$ cat src/hdl/shp_params.svh
// constants of the downstream slot hot-plug register bank
`ifndef SHP_PARAMS_SVH
`define SHP_PARAMS_SVH
// ----------------------------------------------------------------------
// address map
// ----------------------------------------------------------------------
`define SHP_SLOT_OFF 12'h0d8
`define SHP_ADDR_W 12
// ----------------------------------------------------------------------
// slot control fields (low half of the word)
// ----------------------------------------------------------------------
`define SHP_ABP_EN_BIT 0
`define SHP_PFD_EN_BIT 1
`define SHP_PDC_EN_BIT 3
`define SHP_CC_EN_BIT 4
`define SHP_HPI_EN_BIT 5
`define SHP_ATTN_LSB 6
`define SHP_PWRI_LSB 8
`define SHP_PWR_CTL_BIT 10
`define SHP_DLLSC_EN_BIT 12
`define SHP_IND_RESET 2'h3
// ----------------------------------------------------------------------
// slot status fields (high half of the word)
// ----------------------------------------------------------------------
`define SHP_ABP_BIT 16
`define SHP_PFD_BIT 17
`define SHP_MRLSC_BIT 18
`define SHP_PDC_BIT 19
`define SHP_CC_BIT 20
`define SHP_MRLS_BIT 21
`define SHP_PDS_BIT 22
`define SHP_DLLSC_BIT 24
`endif

$ cat src/hdl/shp_pkg.sv
// types of the downstream slot hot-plug register bank
package shp_pkg;
   // indicator encodings
   typedef enum logic [1:0] {
      SHP_IND_RSVD  = 2'h0,
      SHP_IND_ON    = 2'h1,
      SHP_IND_BLINK = 2'h2,
      SHP_IND_OFF   = 2'h3
   } shp_ind_t;

   // slot side inputs
   typedef struct packed {
      logic attn_press;    // one-cycle pulse
      logic power_fault;   // one-cycle pulse
      logic cmd_done;      // one-cycle pulse
      logic mrl_open;      // level
      logic card_present;  // level
      logic dl_active;     // level, data link control in active state
   } shp_slot_in_t;

   // indicator message request towards the downstream link
   typedef struct packed {
      logic valid;
      shp_ind_t code;
   } shp_msg_t;

   typedef enum logic [1:0] {
      SHP_WR_IDLE,
      SHP_WR_RESP
   } shp_wr_st_t;
endpackage : shp_pkg

$ cat src/hdl/shp_slot_regs.sv
// slot control / slot status registers of a downstream switch port
//
// Design decision made here: register access over AXI4-Lite.
`timescale 1ns/10ps
`include "shp_params.svh"

module shp_slot_regs
   import shp_pkg::*;
(
   input wire logic aclk,
   input wire logic aresetn,
   input wire logic ce,
   // axi4-lite slave
   input wire logic [11:0] s_axi_awaddr,
   input wire logic s_axi_awvalid,
   output logic s_axi_awready,
   input wire logic [31:0] s_axi_wdata,
   input wire logic [3:0] s_axi_wstrb,
   input wire logic s_axi_wvalid,
   output logic s_axi_wready,
   output logic [1:0] s_axi_bresp,
   output logic s_axi_bvalid,
   input wire logic s_axi_bready,
   input wire logic [11:0] s_axi_araddr,
   input wire logic s_axi_arvalid,
   output logic s_axi_arready,
   output logic [31:0] s_axi_rdata,
   output logic [1:0] s_axi_rresp,
   output logic s_axi_rvalid,
   input wire logic s_axi_rready,
   // slot side
   input wire shp_slot_in_t slot_in,
   input wire logic card_presence_strap,
   input wire logic slot_implemented,
   output shp_msg_t attn_msg,
   output shp_msg_t pwr_msg,
   output logic power_off,
   output logic hp_irq,
   output logic hp_wake
);

   // ---------------------------------------------------------------------
   // helpers
   // ---------------------------------------------------------------------
   // byte enables widened to a bit mask
   function automatic logic [31:0] strb_mask(input logic [3:0] s);
      logic [31:0] m;
      m = '0;
      for (int i = 0; i < 4; i++) begin
         m[i*8 +: 8] = {8{s[i]}};
      end
      return m;
   endfunction : strb_mask

   // the one mapped word
   function automatic logic hits_slot(input logic [11:0] a);
      return a[11:2] == 10'(`SHP_SLOT_OFF >> 2);
   endfunction : hits_slot

   // ---------------------------------------------------------------------
   // state
   // ---------------------------------------------------------------------
   logic [11:0] awaddr_q;
   logic aw_got_q;
   logic [31:0] wdata_q;
   logic [3:0] wstrb_q;
   logic w_got_q;
   shp_wr_st_t wr_st_q;
   logic wr_fire;
   logic wr_hit;
   logic [31:0] wr_mask;
   logic [15:0] ctl_q;
   logic [15:0] ctl_d;
   logic [4:0] flag_q;  // abp, pfd, pdc, cc, dllsc
   logic [4:0] flag_set;
   logic [4:0] flag_clr;
   logic [4:0] flag_en;
   logic mrl_chg_q;
   logic mrl_q;
   logic pres_q;
   logic link_act_q;
   logic [31:0] rd_word;
   logic pres_bit;

   // write is performed once address and data are both held
   assign wr_fire = ce && aw_got_q && w_got_q && wr_st_q == SHP_WR_IDLE;
   assign wr_hit = wr_fire && hits_slot(awaddr_q);
   assign wr_mask = strb_mask(wstrb_q);

   // ---------------------------------------------------------------------
   // axi write channels
   // ---------------------------------------------------------------------
   // address and data are taken independently, in either order
   always_ff @(posedge aclk) begin
      if (!aresetn) begin
         aw_got_q <= 1'b0;
         awaddr_q <= 12'h000;
         s_axi_awready <= 1'b0;
      end else if (ce) begin
         s_axi_awready <= 1'b0;
         if (s_axi_awvalid && s_axi_awready) begin
            aw_got_q <= 1'b1;
            awaddr_q <= s_axi_awaddr;
            s_axi_awready <= 1'b0;
         end else if (wr_fire) begin
            aw_got_q <= 1'b0;
         end else if (!aw_got_q && s_axi_awvalid) begin
            s_axi_awready <= 1'b1;
         end
      end
   end

   always_ff @(posedge aclk) begin
      if (!aresetn) begin
         w_got_q <= 1'b0;
         wdata_q <= 32'h00000000;
         wstrb_q <= 4'h0;
         s_axi_wready <= 1'b0;
      end else if (ce) begin
         s_axi_wready <= 1'b0;
         if (s_axi_wvalid && s_axi_wready) begin
            w_got_q <= 1'b1;
            wdata_q <= s_axi_wdata;
            wstrb_q <= s_axi_wstrb;
         end else if (wr_fire) begin
            w_got_q <= 1'b0;
         end else if (!w_got_q && s_axi_wvalid) begin
            s_axi_wready <= 1'b1;
         end
      end
   end

   // response follows both halves; unmapped words answer slverr
   always_ff @(posedge aclk) begin
      if (!aresetn) begin
         wr_st_q <= SHP_WR_IDLE;
         s_axi_bvalid <= 1'b0;
         s_axi_bresp <= 2'h0;
      end else if (ce) begin
         case (wr_st_q)
            SHP_WR_IDLE: begin
               if (wr_fire) begin
                  wr_st_q <= SHP_WR_RESP;
                  s_axi_bvalid <= 1'b1;
                  s_axi_bresp <= hits_slot(awaddr_q) ? 2'h0 : 2'h2;
               end
            end
            SHP_WR_RESP: begin
               if (s_axi_bready) begin
                  wr_st_q <= SHP_WR_IDLE;
                  s_axi_bvalid <= 1'b0;
               end
            end
            default: begin
               wr_st_q <= SHP_WR_IDLE;
               s_axi_bvalid <= 1'b0;
            end
         endcase
      end
   end

   // ---------------------------------------------------------------------
   // slot control
   // ---------------------------------------------------------------------
   // only the documented bits are writable, reserved bits stay zero
   localparam logic [15:0] CTL_RW = 16'h17fb;
   localparam logic [15:0] CTL_RST =
      {6'h00, `SHP_IND_RESET, `SHP_IND_RESET, 6'h00};

   always_comb begin
      ctl_d = ctl_q;
      if (wr_hit) begin
         ctl_d = (ctl_q & ~(wr_mask[15:0] & CTL_RW)) |
                 (wdata_q[15:0] & wr_mask[15:0] & CTL_RW);
      end
   end

   // enables, indicators and power control
   always_ff @(posedge aclk) begin
      if (!aresetn) begin
         ctl_q <= CTL_RST;
      end else if (ce) begin
         ctl_q <= ctl_d;
      end
   end

   // power controller follows bit 10
   always_ff @(posedge aclk) begin
      if (!aresetn) begin
         power_off <= 1'b0;
      end else if (ce) begin
         power_off <= ctl_d[`SHP_PWR_CTL_BIT];
      end
   end

   // any write reaching an indicator byte lane resends that message,
   // even when the value is unchanged
   always_ff @(posedge aclk) begin
      if (!aresetn) begin
         attn_msg <= '{valid: 1'b0, code: SHP_IND_OFF};
         pwr_msg <= '{valid: 1'b0, code: SHP_IND_OFF};
      end else if (ce) begin
         attn_msg.valid <= wr_hit && wstrb_q[0];
         attn_msg.code <= shp_ind_t'(ctl_d[`SHP_ATTN_LSB +: 2]);
         pwr_msg.valid <= wr_hit && wstrb_q[1];
         pwr_msg.code <= shp_ind_t'(ctl_d[`SHP_PWRI_LSB +: 2]);
      end
   end

   // ---------------------------------------------------------------------
   // sensor tracking
   // ---------------------------------------------------------------------
   // presence is loaded from the strap while reset is held
   always_ff @(posedge aclk) begin
      if (!aresetn) begin
         pres_q <= !card_presence_strap;
         mrl_q <= 1'b0;
         link_act_q <= 1'b0;
      end else if (ce) begin
         pres_q <= slot_in.card_present;
         mrl_q <= slot_in.mrl_open;
         link_act_q <= slot_in.dl_active;
      end
   end

   // latch sensor change has no software clear
   always_ff @(posedge aclk) begin
      if (!aresetn) begin
         mrl_chg_q <= 1'b0;
      end else if (ce && (slot_in.mrl_open != mrl_q)) begin
         mrl_chg_q <= 1'b1;
      end
   end

   // ---------------------------------------------------------------------
   // write-one-to-clear event flags
   // ---------------------------------------------------------------------
   assign flag_set = {
      slot_in.dl_active != link_act_q,
      slot_in.cmd_done,
      slot_in.card_present != pres_q,
      slot_in.power_fault,
      slot_in.attn_press
   };
   assign flag_clr = {5{wr_hit}} & {
      wdata_q[`SHP_DLLSC_BIT] & wr_mask[`SHP_DLLSC_BIT],
      wdata_q[`SHP_CC_BIT] & wr_mask[`SHP_CC_BIT],
      wdata_q[`SHP_PDC_BIT] & wr_mask[`SHP_PDC_BIT],
      wdata_q[`SHP_PFD_BIT] & wr_mask[`SHP_PFD_BIT],
      wdata_q[`SHP_ABP_BIT] & wr_mask[`SHP_ABP_BIT]
   };
   assign flag_en = {
      ctl_q[`SHP_DLLSC_EN_BIT],
      ctl_q[`SHP_CC_EN_BIT],
      ctl_q[`SHP_PDC_EN_BIT],
      ctl_q[`SHP_PFD_EN_BIT],
      ctl_q[`SHP_ABP_EN_BIT]
   };

   // a set in the clearing cycle wins, so no event is lost
   for (genvar g = 0; g < 5; g++) begin : g_flag
      always_ff @(posedge aclk) begin
         if (!aresetn) begin
            flag_q[g] <= 1'b0;
         end else if (ce) begin
            flag_q[g] <= (flag_q[g] & ~flag_clr[g]) | flag_set[g];
         end
      end
   end

   // ---------------------------------------------------------------------
   // notification outputs
   // ---------------------------------------------------------------------
   // wake ignores the master enable and the command flag, since
   // command completion only ever raises an interrupt
   always_ff @(posedge aclk) begin
      if (!aresetn) begin
         hp_irq <= 1'b0;
         hp_wake <= 1'b0;
      end else if (ce) begin
         hp_irq <= ctl_q[`SHP_HPI_EN_BIT] && |(flag_q & flag_en);
         hp_wake <= |(flag_q & flag_en & 5'h17);
      end
   end

   // ---------------------------------------------------------------------
   // read channel
   // ---------------------------------------------------------------------
   assign pres_bit = slot_implemented ? pres_q : 1'b1;

   always_comb begin
      rd_word = '0;
      rd_word[15:0] = ctl_q;
      rd_word[`SHP_ABP_BIT] = flag_q[0];
      rd_word[`SHP_PFD_BIT] = flag_q[1];
      rd_word[`SHP_MRLSC_BIT] = mrl_chg_q;
      rd_word[`SHP_PDC_BIT] = flag_q[2];
      rd_word[`SHP_CC_BIT] = flag_q[3];
      rd_word[`SHP_MRLS_BIT] = mrl_q;
      rd_word[`SHP_PDS_BIT] = pres_bit;
      rd_word[`SHP_DLLSC_BIT] = flag_q[4];
   end

   // one read at a time; arready is offered only while idle
   always_ff @(posedge aclk) begin
      if (!aresetn) begin
         s_axi_arready <= 1'b0;
         s_axi_rvalid <= 1'b0;
         s_axi_rdata <= 32'h00000000;
         s_axi_rresp <= 2'h0;
      end else if (ce) begin
         if (s_axi_arvalid && s_axi_arready) begin
            s_axi_arready <= 1'b0;
            s_axi_rvalid <= 1'b1;
            s_axi_rdata <= hits_slot(s_axi_araddr) ? rd_word : 32'h0;
            s_axi_rresp <= hits_slot(s_axi_araddr) ? 2'h0 : 2'h2;
         end else if (s_axi_rvalid) begin
            if (s_axi_rready) begin
               s_axi_rvalid <= 1'b0;
            end
         end else begin
            s_axi_arready <= s_axi_arvalid;
         end
      end
   end

endmodule : shp_slot_regs
$ cat config.mk
export PLATFORM = sky130hd
export DESIGN_NAME = shp_slot_regs
export DESIGN_NICKNAME = d
export VERILOG_FILES = /design/src/hdl/shp_pkg.sv /design/src/hdl/shp_slot_regs.sv
export VERILOG_INCLUDE_DIRS = /design/src /design/src/hdl
export SDC_FILE = /design/constraint.sdc
export NUM_CORES = 1
export LEC_CHECK = 0
export BUFFER_PORTS_ARGS = -buffer_cell sky130_fd_sc_hd__buf_4
export CAP_MARGIN = 20
export CORE_UTILIZATION = 53
export CTS_BUF_LIST = sky130_fd_sc_hd__clkbuf_16
export DETAILED_ROUTE_END_ITERATION = 16
export GPL_TIMING_DRIVEN = 0
export PLACE_DENSITY = 0.85
export SYNTH_ARGS = -nofsm -noshare
export SYNTH_HDL_FRONTEND = slang
export SYNTH_SLANG_ARGS = --single-unit
$ cat constraint.sdc
create_clock -name aclk -period 2.97 [get_ports aclk]
set_clock_uncertainty 0.1 [all_clocks]
set_input_delay 0.297 -clock aclk [delete_from_list [all_inputs] [get_ports aclk]]
set_output_delay 0.297 -clock aclk [all_outputs]
set_load 0.02 [all_outputs]
* Word level (Yosys, flattened, before mapping)
Cells that the tools add are included.
Word-level totals: input bits 76, bits in latches 0, bits in registers 120, bits in read-only memories 0, memories kept 0, memory bits (writable) 0, output and inout bits 50, word-level logic and storage cells 125
Cells by class: reductions and logical operators 30, equal/unequal tests 10, shifts and indexed selects 0, $add $sub $neg 0, magnitude comparators 0, bitwise logic cells 26, multiply operators 0, multiplexer cells 27, divide/modulo/power cells 0
Operators with widths (number):
- 2-to-1 mux 25 bit | 1
- == test 10 x 6 -> 1 bit, second input constant | 2
- 2-to-1 mux 1 bit | 19
- AND 16 bit | 1
- NOT 13 -> 16 bit | 1
- OR 16 x 13 -> 16 bit | 1
- AND reduction 2 bit | 7
- AND 13 bit | 1
- logical AND 1 bit | 13
- 2-to-1 mux 11 bit | 1
- AND 1 bit | 10
- AND 5 bit | 2
- 2-to-1 mux 2 bit | 4
- AND reduction 3 bit | 2
- NOT 1 bit | 5
- OR 1 bit | 5
- OR reduction 5 bit | 1
- inequality test 2 x 1 -> 1 bit, second input constant | 2
- inequality test 2 bit, second input constant | 2
- one-hot mux 2 bit (2 select lines) | 1
- nonzero test 2 bit | 2
- OR reduction 4 bit | 1
- zero test 1 bit | 3
- inequality test 1 bit | 3
- other kinds (3) | 3

* Logic depth before layout (Yosys ltp)
depth in word-level cells 8, depth in mapped cells 5, depth with buffers taken out 4

* Least setup slack after synthesis
Ideal clock, no wire load.
path kind flip-flop to flip-flop, start point register s_axi_bvalid (netlist name), end point register flag_q[1], slack 1.261 ns, library setup time 0.136 ns, cell stages (with the launch flop) 5, arrival time 1.473 ns, clock period less this slack 1.709 ns, required time 2.734 ns, buffers on the path 0, cells stage by stage dfxtp_1 nand4b_1 or3_1 nor3_1 a31oi_1
RTL lines:
- to (signal, indexed assignment) | RTL line shp_slot_regs.sv:266 | flag_q[g] <= (flag_q[g] & ~flag_clr[g]) | flag_set[g];
- to (decl) | RTL line shp_slot_regs.sv:74 | logic [4:0] flag_q;

==> results.cfg <==
[pwr]
switching_share_pct = 22.19
pwr-share-comb_pct = 8.7
powerDensity_mw_per_mm2 = 505.7
vdd_drop_max_v = 0.0003612
switching_power_w = 0.0005033
seqPwrFrac_pct = 50.3
intPower_w = 0.001764
power_frac_clock_pct = 41.0
p_leak_nw = 2.025

[die]
num_rows = 28
ios = 126
die_h_um = 82.40
die-area_mm2 = 0.006789
initial_utilization_pct = 56.52
core_area_mm2 = 0.006061
fp.dieW_um = 82.40

[logic_synthesis]
yosys.area.top_type = dfxtp_1
synth_edf_count = 1
synth-async-reset-ratio_pct = 0
synth.most_common_cell = nand2_1
yosysWarnings = 0
yosys-top-cells-count = 99 x nand2_1, 81 x dfxtp_1, 33 x a21boi_0
netlist_top_cells_area = dfxtp_1 47%, nand2_1 11%, a21boi_0 7.2%
yosysSeqAreaShare_pct = 48.21
ys_ff_latch = 82
synth.cell_area_mm2 = 0.003426
postSynthAreaPerCell_um2 = 8.717
yosysTopAreaCellShare_pct = 47.33
syn_inst = 393
ys_types = 39
synthFlopType = dfxtp_1

[timing]
rsz0062_at_grt = false
fin_ws_ns = 0.8831
hold_viol = 0
maxSlewViolCount = 0
tightest_slew_ns = 0.6111
setup_violations = 0
finalCriticalPeriod_ns = 2.087
max_slew_margin_pct = 58.95
period_share_pct = 70.26
tns_ns = 0
fmax_mhz = 479.2

[grt]
grt.total_usage_pct = 26.19
grt_overflow = 0
grt_pass1_wl_um = 13230
first_global_vias = 2848
grt_max_degree = 12
antenna_found_initial = 0

[layout]
antenna_cells = 0
final_nets = 583
fillers = 452
layout-drive-gt1-share_pct = 24.31
multi_input_area_mm2 = 0.001556
seq_area_mm2 = 0.001652
syn2layout_area_growth_pct = 30.90

[place]
port_buffers = 89
gp_congestion = 0.8338
dp_hpwl_um = 6122
pre_cts_slack_ns = 0.9685

[cts]
cts_max_level = 3
cts_buffer_depth = 2
clk_latency_ns = 0.33
root_buffer = clkbuf_16
clock_sinks = 82
cts_setup_buffers = 0
holdBufCountCts = 0
cts_buffers = 9
cts_tree = yes
cts-resized-gates = 0
clkSlewWorstSetupHoldPaths_ns = 0.06

[worst_setup_path]
regToRegSetupSlack_ns = 0.88
critPathLaunchType = flip-flop
cp_max_fo = 6
critPathCaptureType = flip-flop
path_delay_family = simple AND/OR/NAND/NOR gates
cp_slowest_cell = nor3_1
path_cells = nand4b_1 > or3_1 > nor3_1 > a31oi_1
critPathArrivalTime_ns = 2.17
path_buf_inv = 0
criticalPathCategory = flip-flop to flip-flop
slowest_delay_ns = 0.48
required_ns = 3.05

[routing]
avgRoutedWirePerCell_um = 14.17
drt_iter0_markers = 158
via_per_inst = 5.285
wl_met3_um = 530
drt_drc_violations_left = 0
drt_pass1_iterations = 5
final_antenna_net_count = 0
wl_met2_um = 3887
wl_met1_um = 3726
routed_wl_um = 8290
highest_layer = met4
num_vias = 3092

[hold_path]
hp-class = input port to flip-flop

[run]
cap_violations = 0

[run_status]
outcome = finished, final reports clean
-- cell usage in the layout (no fill, tap or decap), types with 2 or more instances in the layout --
master / n
a21oi_1: 6
nor4bb_1: 2
mux2i_1: 14
a32o_1: 7
and3_1: 3
nand4b_1: 2
a21boi_0: 33
nand2_1: 99
nor2_1: 9
conb_1: 15
clkbuf_16: 9
o21a_1: 2
buf_2: 3
nand2b_1: 7
nor2b_1: 17
buf_4: 108
dfxtp_1: 81
nand4_1: 13
o21ai_0: 4
a22oi_1: 2
nand3_1: 17
xor2_1: 3
clkbuf_1: 23
inv_1: 11
a31oi_1: 4
-- worst register-to-register path, cell delays in order (launching register included) --
cell and delay [ns]:
dfxtp_1 0.32, nand4b_1 0.41, or3_1 0.46, nor3_1 0.48, a31oi_1 0.17
-- cell families (layout without fill, tap and decap cells) --
family | count (synthesis) | in the layout | share of synthesized area (%)
AO/OA/AOI/OAI | 62 | 62 | 13.37
XOR/XNOR | 3 | 3 | 0.7671
buffers and inverters | 52 | 155 | 7.889
flip-flops | 82 | 82 | 48.21
multiplexers | 14 | 14 | 4.090
other | 1 | 15 | 0.1095
AND/OR/NAND/NOR | 179 | 179 | 25.57
-- power groups by stage --
stage	combinational (W)	clock (W)	sequential (W)
finish	0.000198	0.000929	0.00114
global route	0.000217	0.000985	0.00114
CTS	0.000197	0.000935	0.00114
detailed placement	0.000196	0	0.00116
global placement	0.000192	0	0.00116
floorplan	0.000107	0	0.00116
-- per-layer routing --
layer / up-vias / track usage, %
met5: - / 0
met4: 0 / 12.28
met3: 16 / 3.846
met2: 118 / 43.06
met1: 1431 / 33.72
li1: 1527 / -
-- area by class of cell --
type	count	share of cell area (%)
Buffer	45	5.441
Clock buffer	9	5.022
Clock inverter	5	0.4185
Inverter	7	0.5859
Multi-Input combinational cell	273	34.71
Sequential cell	82	36.83
Tap cell	75	2.093
Timing Repair Buffer	89	14.90
-- worst paths after layout --
kind / end / start / cells past startpoint
hold reg to reg: flag_q[3]$_SDFFE_PN0P_ / wdata_q[20]$_SDFFE_PN0P_ / 1
setup reg to reg: flag_q[2]$_SDFFE_PN0P_ / s_axi_bvalid$_SDFFE_PN0P_ / 4
setup / recovery: flag_q[2]$_SDFFE_PN0P_ / s_axi_bvalid$_SDFFE_PN0P_ / 4
hold / removal: awaddr_q[9]$_SDFFE_PN0P_ / s_axi_awaddr[9] / 3
-- through the flow --
step                hold slack [ns]  instance area (um^2)  power [W]  std cells  utilization (%)
CTS                          0.1279                  4484   0.002272        585            73.99
finish                       0.1248                  4484   0.002268        585            73.99
global route                 0.1435                  4484   0.002343        585            73.99
detailed placement           0.3271                  4240   0.001359        571            69.96
floorplan                    0.3119                  3478   0.001269        407                -
global placement             0.3200                  4240   0.001355        571            69.96
Power figures use the tool's default switching activity.
